===== src/rtl/node_led_defs.svh =====
// How it works
// - Green LED stays dark while the node is inactive.
// - Manager waits out the timeout; quiet bus starts setup phase one, traffic blocks it.
// - Managed node: timeout gives plain Ethernet, traffic gives setup phase one.
// - Plain Ethernet state flickers green at about 10 Hz.
// - Manager leaves plain Ethernet state only through an interface reset or a system stop.
// - Managed node in plain Ethernet goes to setup phase one on fieldbus traffic.
// - Setup phase one shows a single green flash each second.
// - Manager in setup phase one runs reduced cycle only, no cyclic traffic.
// - Managed node in phase one takes configuration, moves on at cycle start.
// - Setup phase two shows a double green flash each second.
// - Manager in phase two runs cyclic traffic, ignores inputs, configures nodes.
// - Managed node in phase two takes configuration; armed only on manager command.
// - Armed state shows a triple green flash each second.
// - Manager armed: cyclic and async traffic, received process data discarded.
// - Managed node armed: cyclic and async, transmits mapped data, no evaluation.
// - Managed node in setup or armed lights red when the manager has failed.
// - Running state holds green on, maps and evaluates process data.
// - Halted state blinks green at about 2.5 Hz.
// - A manager never enters the halted state.
// - Halted managed node moves no data; enters and leaves on manager command.
// - System stop shows four red phases of 150 or 600 ms, then 2 s pause.
// - Memory failure code is short, short, short, long.
// - Hardware failure code is long, short, short, long.
`ifndef NODE_LED_DEFS_SVH
`define NODE_LED_DEFS_SVH
`define NL_CLK_KHZ 20000
`define NL_TICK_MS 50
`define NL_TICK_CYCLES (`NL_TICK_MS * `NL_CLK_KHZ)
`define NL_TIMEOUT_TICKS 20
`define NL_SHORT_MS 150
`define NL_LONG_MS 600
`define NL_PAUSE_MS 2000
`define NL_SHORT_TICKS (`NL_SHORT_MS / `NL_TICK_MS)
`define NL_LONG_TICKS (`NL_LONG_MS / `NL_TICK_MS)
`define NL_PAUSE_TICKS (`NL_PAUSE_MS / `NL_TICK_MS)
`define NL_GAP_TICKS 3
`define NL_FLASH_PERIOD 20
`define NL_FLASH_ON 2
`define NL_FLASH_STEP 4
`define NL_BLINK_HALF 4
`define NL_CODE_MEMORY 4'h8
`define NL_CODE_HARDWARE 4'h9
`endif


===== src/rtl/unused_placeholder_none.sv =====
`timescale 1ns/100ps
`default_nettype none
`default_nettype wire


===== src/rtl/node_led_pkg.sv =====
package node_led_pkg;
   typedef enum logic [2:0]
   {
      ST_INACTIVE = 3'h0,
      ST_PLAIN = 3'h1,
      ST_ONE = 3'h2,
      ST_TWO = 3'h3,
      ST_ARMED = 3'h4,
      ST_RUN = 3'h5,
      ST_HALT = 3'h6
   } node_state_e;
   typedef enum logic [2:0]
   {
      CMD_NONE = 3'h0,
      CMD_TO_ARMED = 3'h1,
      CMD_TO_RUN = 3'h2,
      CMD_ENTER_HALT = 3'h3,
      CMD_LEAVE_HALT = 3'h4
   } node_cmd_e;
   typedef enum logic [1:0]
   {
      FAIL_NONE = 2'h0,
      FAIL_MEMORY = 2'h1,
      FAIL_HARDWARE = 2'h2
   } stop_kind_e;
endpackage


===== src/rtl/fieldbus_node_state_led.sv =====
`timescale 1ns/100ps
`default_nettype none
`include "node_led_defs.svh"
module fieldbus_node_state_led
#(
   parameter int TICK_CYCLES = `NL_TICK_CYCLES,
   parameter int TIMEOUT_TICKS = `NL_TIMEOUT_TICKS
)
(
   input wire logic CLOCK_IN,
   input wire logic SYS_RST_IN,
   input wire logic ROLE_MANAGER_IN,
   input wire logic IF_RESET_IN,
   input wire logic FRAME_SEEN_IN,
   input wire logic CYCLE_START_IN,
   input wire logic MGR_STEP_IN,
   input wire logic CMD_VALID_IN,
   input wire node_led_pkg::node_cmd_e CMD_CODE_IN,
   input wire logic MANAGER_FAIL_IN,
   input wire node_led_pkg::stop_kind_e SYS_STOP_IN,
   output logic GREEN_LED_OUT,
   output logic RED_LED_OUT,
   output node_led_pkg::node_state_e STATE_OUT,
   output logic ETH_MODE_OUT,
   output logic REDUCED_CYCLE_OUT,
   output logic CYCLIC_EN_OUT,
   output logic ASYNC_EN_OUT,
   output logic TX_MAPPED_OUT,
   output logic RX_EVAL_OUT,
   output logic CONFIG_ACCEPT_OUT,
   output logic CONFIG_NODES_OUT
);
   import node_led_pkg::*;
   if (TICK_CYCLES < 1 || TIMEOUT_TICKS < 1 || TIMEOUT_TICKS > 65535)
   begin : g_bad_params
      $error("TICK_CYCLES must be at least one and TIMEOUT_TICKS within 1 to 65535");
   end

   // ----------------------------------------
   // Time base
   // ----------------------------------------
   // One tick paces every LED pattern, so a single divider serves all timings.
   logic [31:0] tick_cnt_r;
   logic tick_r;
   always_ff @(posedge CLOCK_IN or posedge SYS_RST_IN)
   begin
      if (SYS_RST_IN)
      begin
         tick_cnt_r <= 32'h0;
         tick_r <= 1'b0;
      end
      else if (tick_cnt_r == 32'(TICK_CYCLES - 1))
      begin
         tick_cnt_r <= 32'h0;
         tick_r <= 1'b1;
      end
      else
      begin
         tick_cnt_r <= tick_cnt_r + 32'h1;
         tick_r <= 1'b0;
      end
   end

   // ----------------------------------------
   // Node state
   // ----------------------------------------
   node_state_e state_r;
   logic mgr_r;
   logic mgr_block_r;
   logic [15:0] to_cnt_r;
   logic to_done;
   logic halted_state;
   assign to_done = (to_cnt_r == 16'(TIMEOUT_TICKS));
   assign halted_state = (SYS_STOP_IN != FAIL_NONE);
   // The role is only taken while inactive, so a stray change cannot skip states.
   always_ff @(posedge CLOCK_IN or posedge SYS_RST_IN)
   begin
      if (SYS_RST_IN)
         mgr_r <= 1'b0;
      else if (state_r == ST_INACTIVE)
         mgr_r <= ROLE_MANAGER_IN;
   end
   always_ff @(posedge CLOCK_IN or posedge SYS_RST_IN)
   begin
      if (SYS_RST_IN)
         to_cnt_r <= 16'h0;
      else if (IF_RESET_IN || state_r != ST_INACTIVE || mgr_block_r)
         to_cnt_r <= 16'h0;
      else if (tick_r && !to_done)
         to_cnt_r <= to_cnt_r + 16'h1;
   end
   // Traffic seen in the same cycle as an interface reset still blocks the start.
   always_ff @(posedge CLOCK_IN or posedge SYS_RST_IN)
   begin
      if (SYS_RST_IN)
         mgr_block_r <= 1'b0;
      else if (state_r == ST_INACTIVE && mgr_r && FRAME_SEEN_IN)
         mgr_block_r <= 1'b1;
      else if (IF_RESET_IN)
         mgr_block_r <= 1'b0;
   end
   always_ff @(posedge CLOCK_IN or posedge SYS_RST_IN)
   begin
      if (SYS_RST_IN)
         state_r <= ST_INACTIVE;
      else if (IF_RESET_IN || halted_state)
         state_r <= ST_INACTIVE;
      else
      begin
         case (state_r)
            ST_INACTIVE:
            begin
               if (mgr_r)
               begin
                  if (!mgr_block_r && !FRAME_SEEN_IN && to_done)
                     state_r <= ST_ONE;
               end
               else if (FRAME_SEEN_IN)
                  state_r <= ST_ONE;
               else if (to_done)
                  state_r <= ST_PLAIN;
            end
            ST_PLAIN:
               if (!mgr_r && FRAME_SEEN_IN)
                  state_r <= ST_ONE;
            ST_ONE:
               if (mgr_r ? MGR_STEP_IN : CYCLE_START_IN)
                  state_r <= ST_TWO;
            ST_TWO:
            begin
               if (mgr_r && MGR_STEP_IN)
                  state_r <= ST_ARMED;
               else if (!mgr_r && CMD_VALID_IN && CMD_CODE_IN == CMD_TO_ARMED)
                  state_r <= ST_ARMED;
               else if (!mgr_r && CMD_VALID_IN && CMD_CODE_IN == CMD_ENTER_HALT)
                  state_r <= ST_HALT;
            end
            ST_ARMED:
            begin
               if (mgr_r && MGR_STEP_IN)
                  state_r <= ST_RUN;
               else if (!mgr_r && CMD_VALID_IN && CMD_CODE_IN == CMD_TO_RUN)
                  state_r <= ST_RUN;
               else if (!mgr_r && CMD_VALID_IN && CMD_CODE_IN == CMD_ENTER_HALT)
                  state_r <= ST_HALT;
            end
            ST_RUN:
               if (!mgr_r && CMD_VALID_IN && CMD_CODE_IN == CMD_ENTER_HALT)
                  state_r <= ST_HALT;
            ST_HALT:
               if (CMD_VALID_IN && CMD_CODE_IN == CMD_LEAVE_HALT)
                  state_r <= ST_TWO;
            default:
               state_r <= ST_INACTIVE;
         endcase
      end
   end
   // ----------------------------------------
   // Communication enables
   // ----------------------------------------
   always_ff @(posedge CLOCK_IN or posedge SYS_RST_IN)
   begin
      if (SYS_RST_IN)
      begin
         STATE_OUT <= ST_INACTIVE;
         ETH_MODE_OUT <= 1'b0;
         REDUCED_CYCLE_OUT <= 1'b0;
         CYCLIC_EN_OUT <= 1'b0;
         ASYNC_EN_OUT <= 1'b0;
         TX_MAPPED_OUT <= 1'b0;
         RX_EVAL_OUT <= 1'b0;
         CONFIG_ACCEPT_OUT <= 1'b0;
         CONFIG_NODES_OUT <= 1'b0;
      end
      else
      begin
         STATE_OUT <= state_r;
         ETH_MODE_OUT <= (state_r == ST_PLAIN);
         REDUCED_CYCLE_OUT <= mgr_r && state_r == ST_ONE;
         CYCLIC_EN_OUT <= (mgr_r && state_r == ST_TWO) || state_r == ST_ARMED
                          || state_r == ST_RUN;
         ASYNC_EN_OUT <= state_r == ST_ARMED || state_r == ST_RUN;
         TX_MAPPED_OUT <= (!mgr_r && state_r == ST_ARMED) || state_r == ST_RUN;
         RX_EVAL_OUT <= (state_r == ST_RUN);
         CONFIG_ACCEPT_OUT <= !mgr_r && (state_r == ST_ONE || state_r == ST_TWO);
         CONFIG_NODES_OUT <= mgr_r && state_r == ST_TWO;
      end
   end
   // ----------------------------------------
   // Green patterns
   // ----------------------------------------
   logic [4:0] flash_ph_r;
   logic [2:0] blink_ph_r;
   logic flicker_r;
   always_ff @(posedge CLOCK_IN or posedge SYS_RST_IN)
   begin
      if (SYS_RST_IN)
      begin
         flash_ph_r <= 5'h0;
         blink_ph_r <= 3'h0;
         flicker_r <= 1'b0;
      end
      else if (tick_r)
      begin
         flash_ph_r <= (flash_ph_r == 5'(`NL_FLASH_PERIOD - 1)) ? 5'h0 : flash_ph_r + 5'h1;
         blink_ph_r <= (blink_ph_r == 3'(2 * `NL_BLINK_HALF - 1)) ? 3'h0 : blink_ph_r + 3'h1;
         flicker_r <= !flicker_r;
      end
   end
   // A flash is lit in the first ticks of each step; the number of steps is the count.
   function automatic logic flash_on(input logic [4:0] ph, input logic [1:0] n);
      logic [4:0] step;
      step = ph / 5'(`NL_FLASH_STEP);
      flash_on = (step < 5'(n)) && ((ph % 5'(`NL_FLASH_STEP)) < 5'(`NL_FLASH_ON));
   endfunction
   logic green_nxt;
   always_comb
   begin
      case (state_r)
         ST_INACTIVE: green_nxt = 1'b0;
         ST_PLAIN: green_nxt = flicker_r;
         ST_ONE: green_nxt = flash_on(flash_ph_r, 2'h1);
         ST_TWO: green_nxt = flash_on(flash_ph_r, 2'h2);
         ST_ARMED: green_nxt = flash_on(flash_ph_r, 2'h3);
         ST_RUN: green_nxt = 1'b1;
         ST_HALT: green_nxt = (blink_ph_r < 3'(`NL_BLINK_HALF));
         default: green_nxt = 1'b0;
      endcase
   end

   always_ff @(posedge CLOCK_IN or posedge SYS_RST_IN)
   begin
      if (SYS_RST_IN)
         GREEN_LED_OUT <= 1'b0;
      else
         GREEN_LED_OUT <= green_nxt;
   end
   // ----------------------------------------
   // Red error sequencer
   // ----------------------------------------
   // The code is fixed at the first stop so a flickering cause cannot garble it.
   logic [3:0] code_r;
   logic stop_r;
   logic [1:0] err_idx_r;
   logic err_on_r;
   logic err_pause_r;
   logic [7:0] err_cnt_r;
   logic [7:0] err_len;
   assign err_len = err_pause_r ? 8'(`NL_PAUSE_TICKS)
                  : !err_on_r ? 8'(`NL_GAP_TICKS)
                  : code_r[err_idx_r] ? 8'(`NL_LONG_TICKS) : 8'(`NL_SHORT_TICKS);
   always_ff @(posedge CLOCK_IN or posedge SYS_RST_IN)
   begin
      if (SYS_RST_IN)
      begin
         stop_r <= 1'b0;
         code_r <= 4'h0;
      end
      else if (halted_state && !stop_r)
      begin
         stop_r <= 1'b1;
         code_r <= (SYS_STOP_IN == FAIL_MEMORY) ? `NL_CODE_MEMORY : `NL_CODE_HARDWARE;
      end
   end
   always_ff @(posedge CLOCK_IN or posedge SYS_RST_IN)
   begin
      if (SYS_RST_IN)
      begin
         err_idx_r <= 2'h0;
         err_on_r <= 1'b0;
         err_pause_r <= 1'b0;
         err_cnt_r <= 8'h0;
      end
      else if (!stop_r)
      begin
         err_idx_r <= 2'h0;
         err_on_r <= halted_state;
         err_pause_r <= 1'b0;
         err_cnt_r <= 8'h0;
      end
      else if (tick_r)
      begin
         if (err_cnt_r != err_len - 8'h1)
            err_cnt_r <= err_cnt_r + 8'h1;
         else
         begin
            err_cnt_r <= 8'h0;
            if (err_pause_r)
            begin
               err_pause_r <= 1'b0;
               err_on_r <= 1'b1;
            end
            else if (err_on_r && err_idx_r == 2'h3)
            begin
               err_on_r <= 1'b0;
               err_pause_r <= 1'b1;
               err_idx_r <= 2'h0;
            end
            else if (err_on_r)
               err_on_r <= 1'b0;
            else
            begin
               err_on_r <= 1'b1;
               err_idx_r <= err_idx_r + 2'h1;
            end
         end
      end
   end
   always_ff @(posedge CLOCK_IN or posedge SYS_RST_IN)
   begin
      if (SYS_RST_IN)
         RED_LED_OUT <= 1'b0;
      else if (stop_r)
         RED_LED_OUT <= err_on_r;
      else
         RED_LED_OUT <= MANAGER_FAIL_IN && !mgr_r
                        && (state_r == ST_ONE || state_r == ST_TWO || state_r == ST_ARMED);
   end
   // ----------------------------------------
   // Checks
   // ----------------------------------------
   logic [7:0] onlen_r;
   always_ff @(posedge CLOCK_IN or posedge SYS_RST_IN)
   begin
      if (SYS_RST_IN)
         onlen_r <= 8'h0;
      else if (!err_on_r)
         onlen_r <= 8'h0;
      else if (tick_r)
         onlen_r <= onlen_r + 8'h1;
   end
endmodule
`default_nettype wire


===== config.mk =====
export PLATFORM = sky130hd
export DESIGN_NAME = fieldbus_node_state_led
export DESIGN_NICKNAME = d
export VERILOG_FILES = /design/src/rtl/unused_placeholder_none.sv /design/src/rtl/node_led_pkg.sv /design/src/rtl/fieldbus_node_state_led.sv
export VERILOG_INCLUDE_DIRS = /design/src /design/src/rtl
export SDC_FILE = /design/constraint.sdc
export NUM_CORES = 1
export LEC_CHECK = 0
export BUFFER_PORTS_ARGS = -buffer_cell sky130_fd_sc_hd__buf_2
export CAP_MARGIN = 10
export CORE_MARGIN = 2
export CORE_UTILIZATION = 45
export DETAILED_ROUTE_END_ITERATION = 16
export HOLD_SLACK_MARGIN = 0.15
export PLACE_DENSITY = 0.69
export SYNTH_ARGS = -nofsm -noshare
export SYNTH_HDL_FRONTEND = slang
export SYNTH_SLANG_ARGS = --single-unit

===== constraint.sdc =====
create_clock -name CLOCK_IN -period 3.63 [get_ports CLOCK_IN]
set_input_delay 0.9075 -clock CLOCK_IN [delete_from_list [all_inputs] [get_ports CLOCK_IN]]
set_output_delay 0.9075 -clock CLOCK_IN [all_outputs]
set_load 0.005 [all_outputs]

# Yosys cells after proc, flatten, opt, wreduce, memory -nomap -nowiden
# Cells that the tools add are included.
word_totals:
  regBits: 93
  in_bits: 14
  elab_cells: 162
classes:
  n_addsub: 7
  n_lt_le_gt_ge: 6
  n_eq_ne: 26
  muxes: 51
  n_reduce_logical: 46
ops:
  columns: ["operator", "n"]
  rows:
  - ["$mux W3", 14]
  - ["$add A32 B1 Y32 const B", 1]
  - ["$eq A32 B20 Y1 const B", 1]
  - ["$mux W16", 2]
  - ["$mux W32", 1]
  - ["$mux W8", 3]
  - ["$logic_and A1 B1 Y1", 23]
  - ["$pmux W3 S7", 1]
  - ["$mux W1", 18]
  - ["$add A16 B1 Y16 const B", 1]
  - ["$eq A16 B5 Y1 const B", 1]
  - ["$eq A3 B3 Y1 const B", 5]
  - ["$eq A3 B2 Y1 const B", 4]
  - ["$mux W2", 6]
  - ["$logic_or A1 B1 Y1", 9]
  - ["$ne A3 B3 Y1 const B", 3]
  - ["$add A8 B1 Y8 const B", 1]
  - ["$mux W4", 2]
  - ["$ne A8 B8 Y1", 1]
  - ["$sub A6 B1 Y7 const B", 1]
  - ["$eq A3 B1 Y1 const B", 2]
  - ["$logic_not A1 Y1", 6]
  - ["$lt A3 B2 Y1 const B", 2]
  - ["$mux W6", 1]
  - ["other kinds (23)", 27]

# Longest topological paths before layout
logic_depth:
  word_depth: 10
  ltp_mapped: 7
  mapped_depth_nobuf: 7

# Least setup slack after synthesis
# OpenSTA, ideal clock, no wires.
synth_path:
  kind: "input -> register"
  start: "in SYS_STOP_IN[1]"
  end: "reg state_r[1]"
  setup_ns: 0.094
  arrival_time_ns: 1.701
  t_required_ns: 3.536
  setup_slack_ns: 1.835
  path_stages: 3
  path_cell_list: "or3_1 > a221o_1 > a211oi_1"
synth_between:
  elab_chain_cells: 4
  word_cells_on_any_way: 9
synth_rtl:
  columns: ["item", "line", "source"]
  rows:
  - ["start: declaration", "fieldbus_node_state_led.sv:20", "input wire node_led_pkg::stop_kind_e SYS_STOP_IN,"]
  - ["$reduce_bool A2 Y1 *", "fieldbus_node_state_led.sv:74", "assign halted_state = (SYS_STOP_IN != FAIL_NONE);"]
  - ["$logic_or A1 B1 Y1 *", "fieldbus_node_state_led.sv:106", "else if (IF_RESET_IN || halted_state)"]
  - ["$ne A5 B4 Y1 (no line) (tied with other cells)", null, null]
  - ["$reduce_and A5 Y1 (no line)", null, null]
  - ["end signal: assignment", "fieldbus_node_state_led.sv:105", "state_r <= ST_INACTIVE;"]
  - ["end signal: assignment", "fieldbus_node_state_led.sv:107", "state_r <= ST_INACTIVE;"]
  - ["end signal: assignment", "fieldbus_node_state_led.sv:116", "state_r <= ST_ONE;"]
  - ["end: declaration", "fieldbus_node_state_led.sv:67", "node_state_e state_r;"]
# Every way passes the cells marked *; elsewhere a longest branch is shown, timed or not.
# A chain may end at the register's enable or synchronous reset.

# Worst setup path after layout
layout_path:
  start: "reg tick_r"
  end: "reg err_cnt_r[7]"
layout_between:
  elab_chain_cells: 1
layout_rtl:
  columns: ["item", "line", "source"]
  rows:
  - ["start: declaration", "fieldbus_node_state_led.sv:44", "logic tick_r;"]
  - ["start signal: assignment", "fieldbus_node_state_led.sv:50", "tick_r <= 1'b0;"]
  - ["start signal: assignment", "fieldbus_node_state_led.sv:55", "tick_r <= 1'b1;"]
  - ["start signal: assignment", "fieldbus_node_state_led.sv:60", "tick_r <= 1'b0;"]
  - ["$ne A2 B2 Y1 (no line)", null, null]
  - ["end signal: assignment", "fieldbus_node_state_led.sv:284", "err_cnt_r <= err_cnt_r + 8'h1;"]
  - ["end: declaration", "fieldbus_node_state_led.sv:247", "logic [7:0] err_cnt_r;"]
# Every way passes these cells.

==> qor.csv <==
stage;metric;value;unit
status;status;finished clean;
logic_synthesis;fraction of registers with async set/reset;100.0;%
sta;Fin. Hold Viols;0;
clocking;H-tree depth;3;
sta;fmax;0.4450;GHz
global_route;vias in the first global route;3140;
final_layout;leading cell type in the layout, fill and taps excluded;dfrtp_1;
sta;Slew Limit Headroom;53.57;%
drt;DRC Markers;0;
final_layout;# diodes;0;
drt;Met1 Routed Length;3925;um
drt;post-DR wirelength/cell;13.98;um
logic_synthesis;Avg Cell Area, Syn;10.11;um^2
setup_path;critical path data arrival time;2.54;ns
clocking;CTS Hold Buffers Added;0;
logic_synthesis;Post-Synthesis Cells;435;
sta;Slew Limit Fails;0;
drt;final WL;8374;um
sta;Worst-Margin Slew;0.6789;ns
global_route;grt ovf;0;
power;switching portion of total power;24.33;%
power;Static Leak;2.206;nW
global_route;GRT Util Overall;17.32;%
global_route;first-pass GRT wire length;14340;um
sta;RSZ-0062 raised after global routing;no;
clocking;worst skew pair latency;0.36;ns
die;die width;102.8;um
clocking;root cell of the clock tree;clkbuf_8;
logic_synthesis;Syn Std Cell Area;4397;um^2
power;Cell Int Power;1.282;mW
clocking;Clock Path Buffers;2;
drt;Vias;3232;
drt;DRC marker count from the first detailed-route iteration;144;
setup_path;WS Path Type;reg2reg;
placed_design;GPL Wtd Cong;0.8669;
power;Clk pwr share;36.6;%
power;Net Switching;412.1;uW
logic_synthesis;Post-synth EDFFs;0;
drt;DR pass1 iterations;4;
die;row count;36;
placed_design;DP HPWL;5922;um
die;Initial Utilization;45.61;%
placed_design;port bufs;26;
logic_synthesis;synthesized flop and latch total;90;
logic_synthesis;post-synth top area cell;dfrtp_1;
final_layout;layout cells sized above 1;10.94;%
clocking;Post-CTS Repair Setup Buffers;0;
power;Pwr Density;349.6;nW/um^2
die;Chip Height;102.8;um
drt;met3 WL post-DR;238;um
drt;met2 wire len;4062;um
power;Max IR drop VDD;0.1794;mV
sta;Final Critical Period;2.247;ns
global_route;pin count of the biggest net entering global routing;71;
sta;endpoints failing setup;0;
clocking;clock transition at the registers of the reported paths;0.10;ns
clocking;CTS Buf Count;9;
final_layout;Area Growth Syn to Fin;10.22;%
min_path;HP Class;reg2reg;
clocking;clk sinks;90;
placed_design;DP Area;4669;um^2
power;Sequential Power Share;59.7;%
setup_path;Crit. End Element;flop;
logic_synthesis;top post-synthesis cells by area;dfrtp_1 51%, xnor2_1 4.6%, xor2_1 4.4%;
drt;Top Layer Used;met4;
logic_synthesis;prevailing post-synth register cell;dfrtp_1;
die;die area;10580;um^2
sta;Worst Skew;0.01549;ns
die;Core ar.;9639;um^2
clocking;Gates resized, CTS repair;0;
logic_synthesis;Mapped Nets;457;
sta;ratio of final minimum period to clock period;61.91;%
logic_synthesis;register area share after synthesis;51.22;%
setup_path;CP required;3.92;ns
die;IO Count;27;
logic_synthesis;synth unique cells;52;
drt;Detail Route Antenna Nets;0;
setup_path;crit path launch type;flop;
setup_path;Crit Path Max Fanout;21;
logic_synthesis;Synth Warn #;0;
final_layout;commonest non-fill, non-tap cells in the layout;90 x dfrtp_1, 43 x nor2_1, 32 x nand2_1;
final_layout;Design Area, Final;4846;um^2
clocking;TritonCTS clock tree;yes;
sta;setup TNS;0;ns
logic_synthesis;top cell type's share of synthesized area;51.22;%
final_layout;NumNets Final;483;
global_route;antenna violations before repair;0;
run;max_cap viols;0;
power;Gate power share;3.6;%
drt;vias per inst;5.396;
==> Yosys cell counts, types with 2 or more instances <==
cell type,count
nand4_1,15
o31ai_1,2
o21ai_0,22
nor3b_1,6
mux2_2,4
nand3_1,25
nor4b_1,3
nand2b_1,6
a2bb2oi_1,2
and3_1,10
dfrtp_1,90
a21oi_1,9
ha_1,8
nor4_1,7
nor2_1,43
clkbuf_1,12
nor3_1,12
o21a_1,3
nor4bb_1,3
mux2i_1,5
inv_1,20
a32oi_1,2
a211oi_1,6
o2111ai_1,2
nor2b_1,7
or3_1,7
and4_1,5
nand2_1,32
xnor2_1,23
xor2_1,22
==> metrics by stage <==
step           setup slack [ns]  utilization (%)  total power [mW]  hold slack [ns]  cells
2_1_floorplan            0.3872                -             1.069           0.3786    435
3_3_place_gp              1.443            48.44             1.093           0.4560    583
3_5_place_dp              1.391            48.44             1.095           0.4633    583
4_1_cts                   1.374            50.27             1.716           0.4770    599
5_1_grt                   1.049            50.27             1.760           0.5023    599
6_report                  1.383            50.27             1.694           0.4754    599
==> kinds of logic after synthesis <==
logic type	after synthesis	synth area share, %
mux	9	2.163
compound gates	63	9.932
xor+xnor	45	8.964
simple gates	188	22.71
buf+inv	32	2.732
fa+ha+maj	8	2.277
flops	90	51.22
==> final timing paths <==
kind,end,slack (ns),startpoint,depth (start not counted)
setup / recovery,err_cnt_r[7],1.38,tick_r,5
hold / removal,flicker_r,0.48,flicker_r,1
min in group asynchronous,GREEN_LED_OUT,0.50,SYS_RST_IN,2
setup reg to reg,err_cnt_r[7],1.38,tick_r,5
max in group asynchronous,tick_cnt_r[28],2.45,SYS_RST_IN,3
hold reg to reg,flicker_r,0.48,flicker_r,1
==> cell type report <==
cell class,instances,area (um^2)
inverter,20,76.32
clock inverter,6,48.80
timing repair buffer,27,150.1
sequential,90,2252
fill,927,4793
tap,133,166.4
clock buffer,10,127.6
multi-input combinational,313,2024
==> power by group through the flow <==
stage	logic [mW]	clock network, mW	registers (mW)
3_5_place_dp	0.0638	0	1.03
2_1_floorplan	0.0414	0	1.03
3_3_place_gp	0.0621	0	1.03
5_1_grt	0.0707	0.677	1.01
4_1_cts	0.0640	0.641	1.01
6_report	0.0617	0.621	1.01
==> worst max-delay path, stage by stage (launching register included) <==
cell,delay [ns]
dfrtp_1,0.76
inv_1,0.28
a2111oi_0,0.70
nand3_1,0.17
xor2_1,0.17
nor2_1,0.11
==> routing by layer <==
metal | up-vias | global-route usage, %
li1 | 1595 | -
met2 | 44 | 28.05
met1 | 1580 | 22.72
met3 | 13 | 4.068
met5 | - | 0
met4 | 0 | 6.680
==> state kept, by name, indices dropped and copies added (netlist names), 2 cells and up <==
name        cells
STATE_OUT       3
to_cnt_r       16
tick_cnt_r     32
flash_ph_r      5
err_idx_r       2
blink_ph_r      3
err_cnt_r       8
state_r         3
Note: power is estimated with default switching activity, not from simulation.
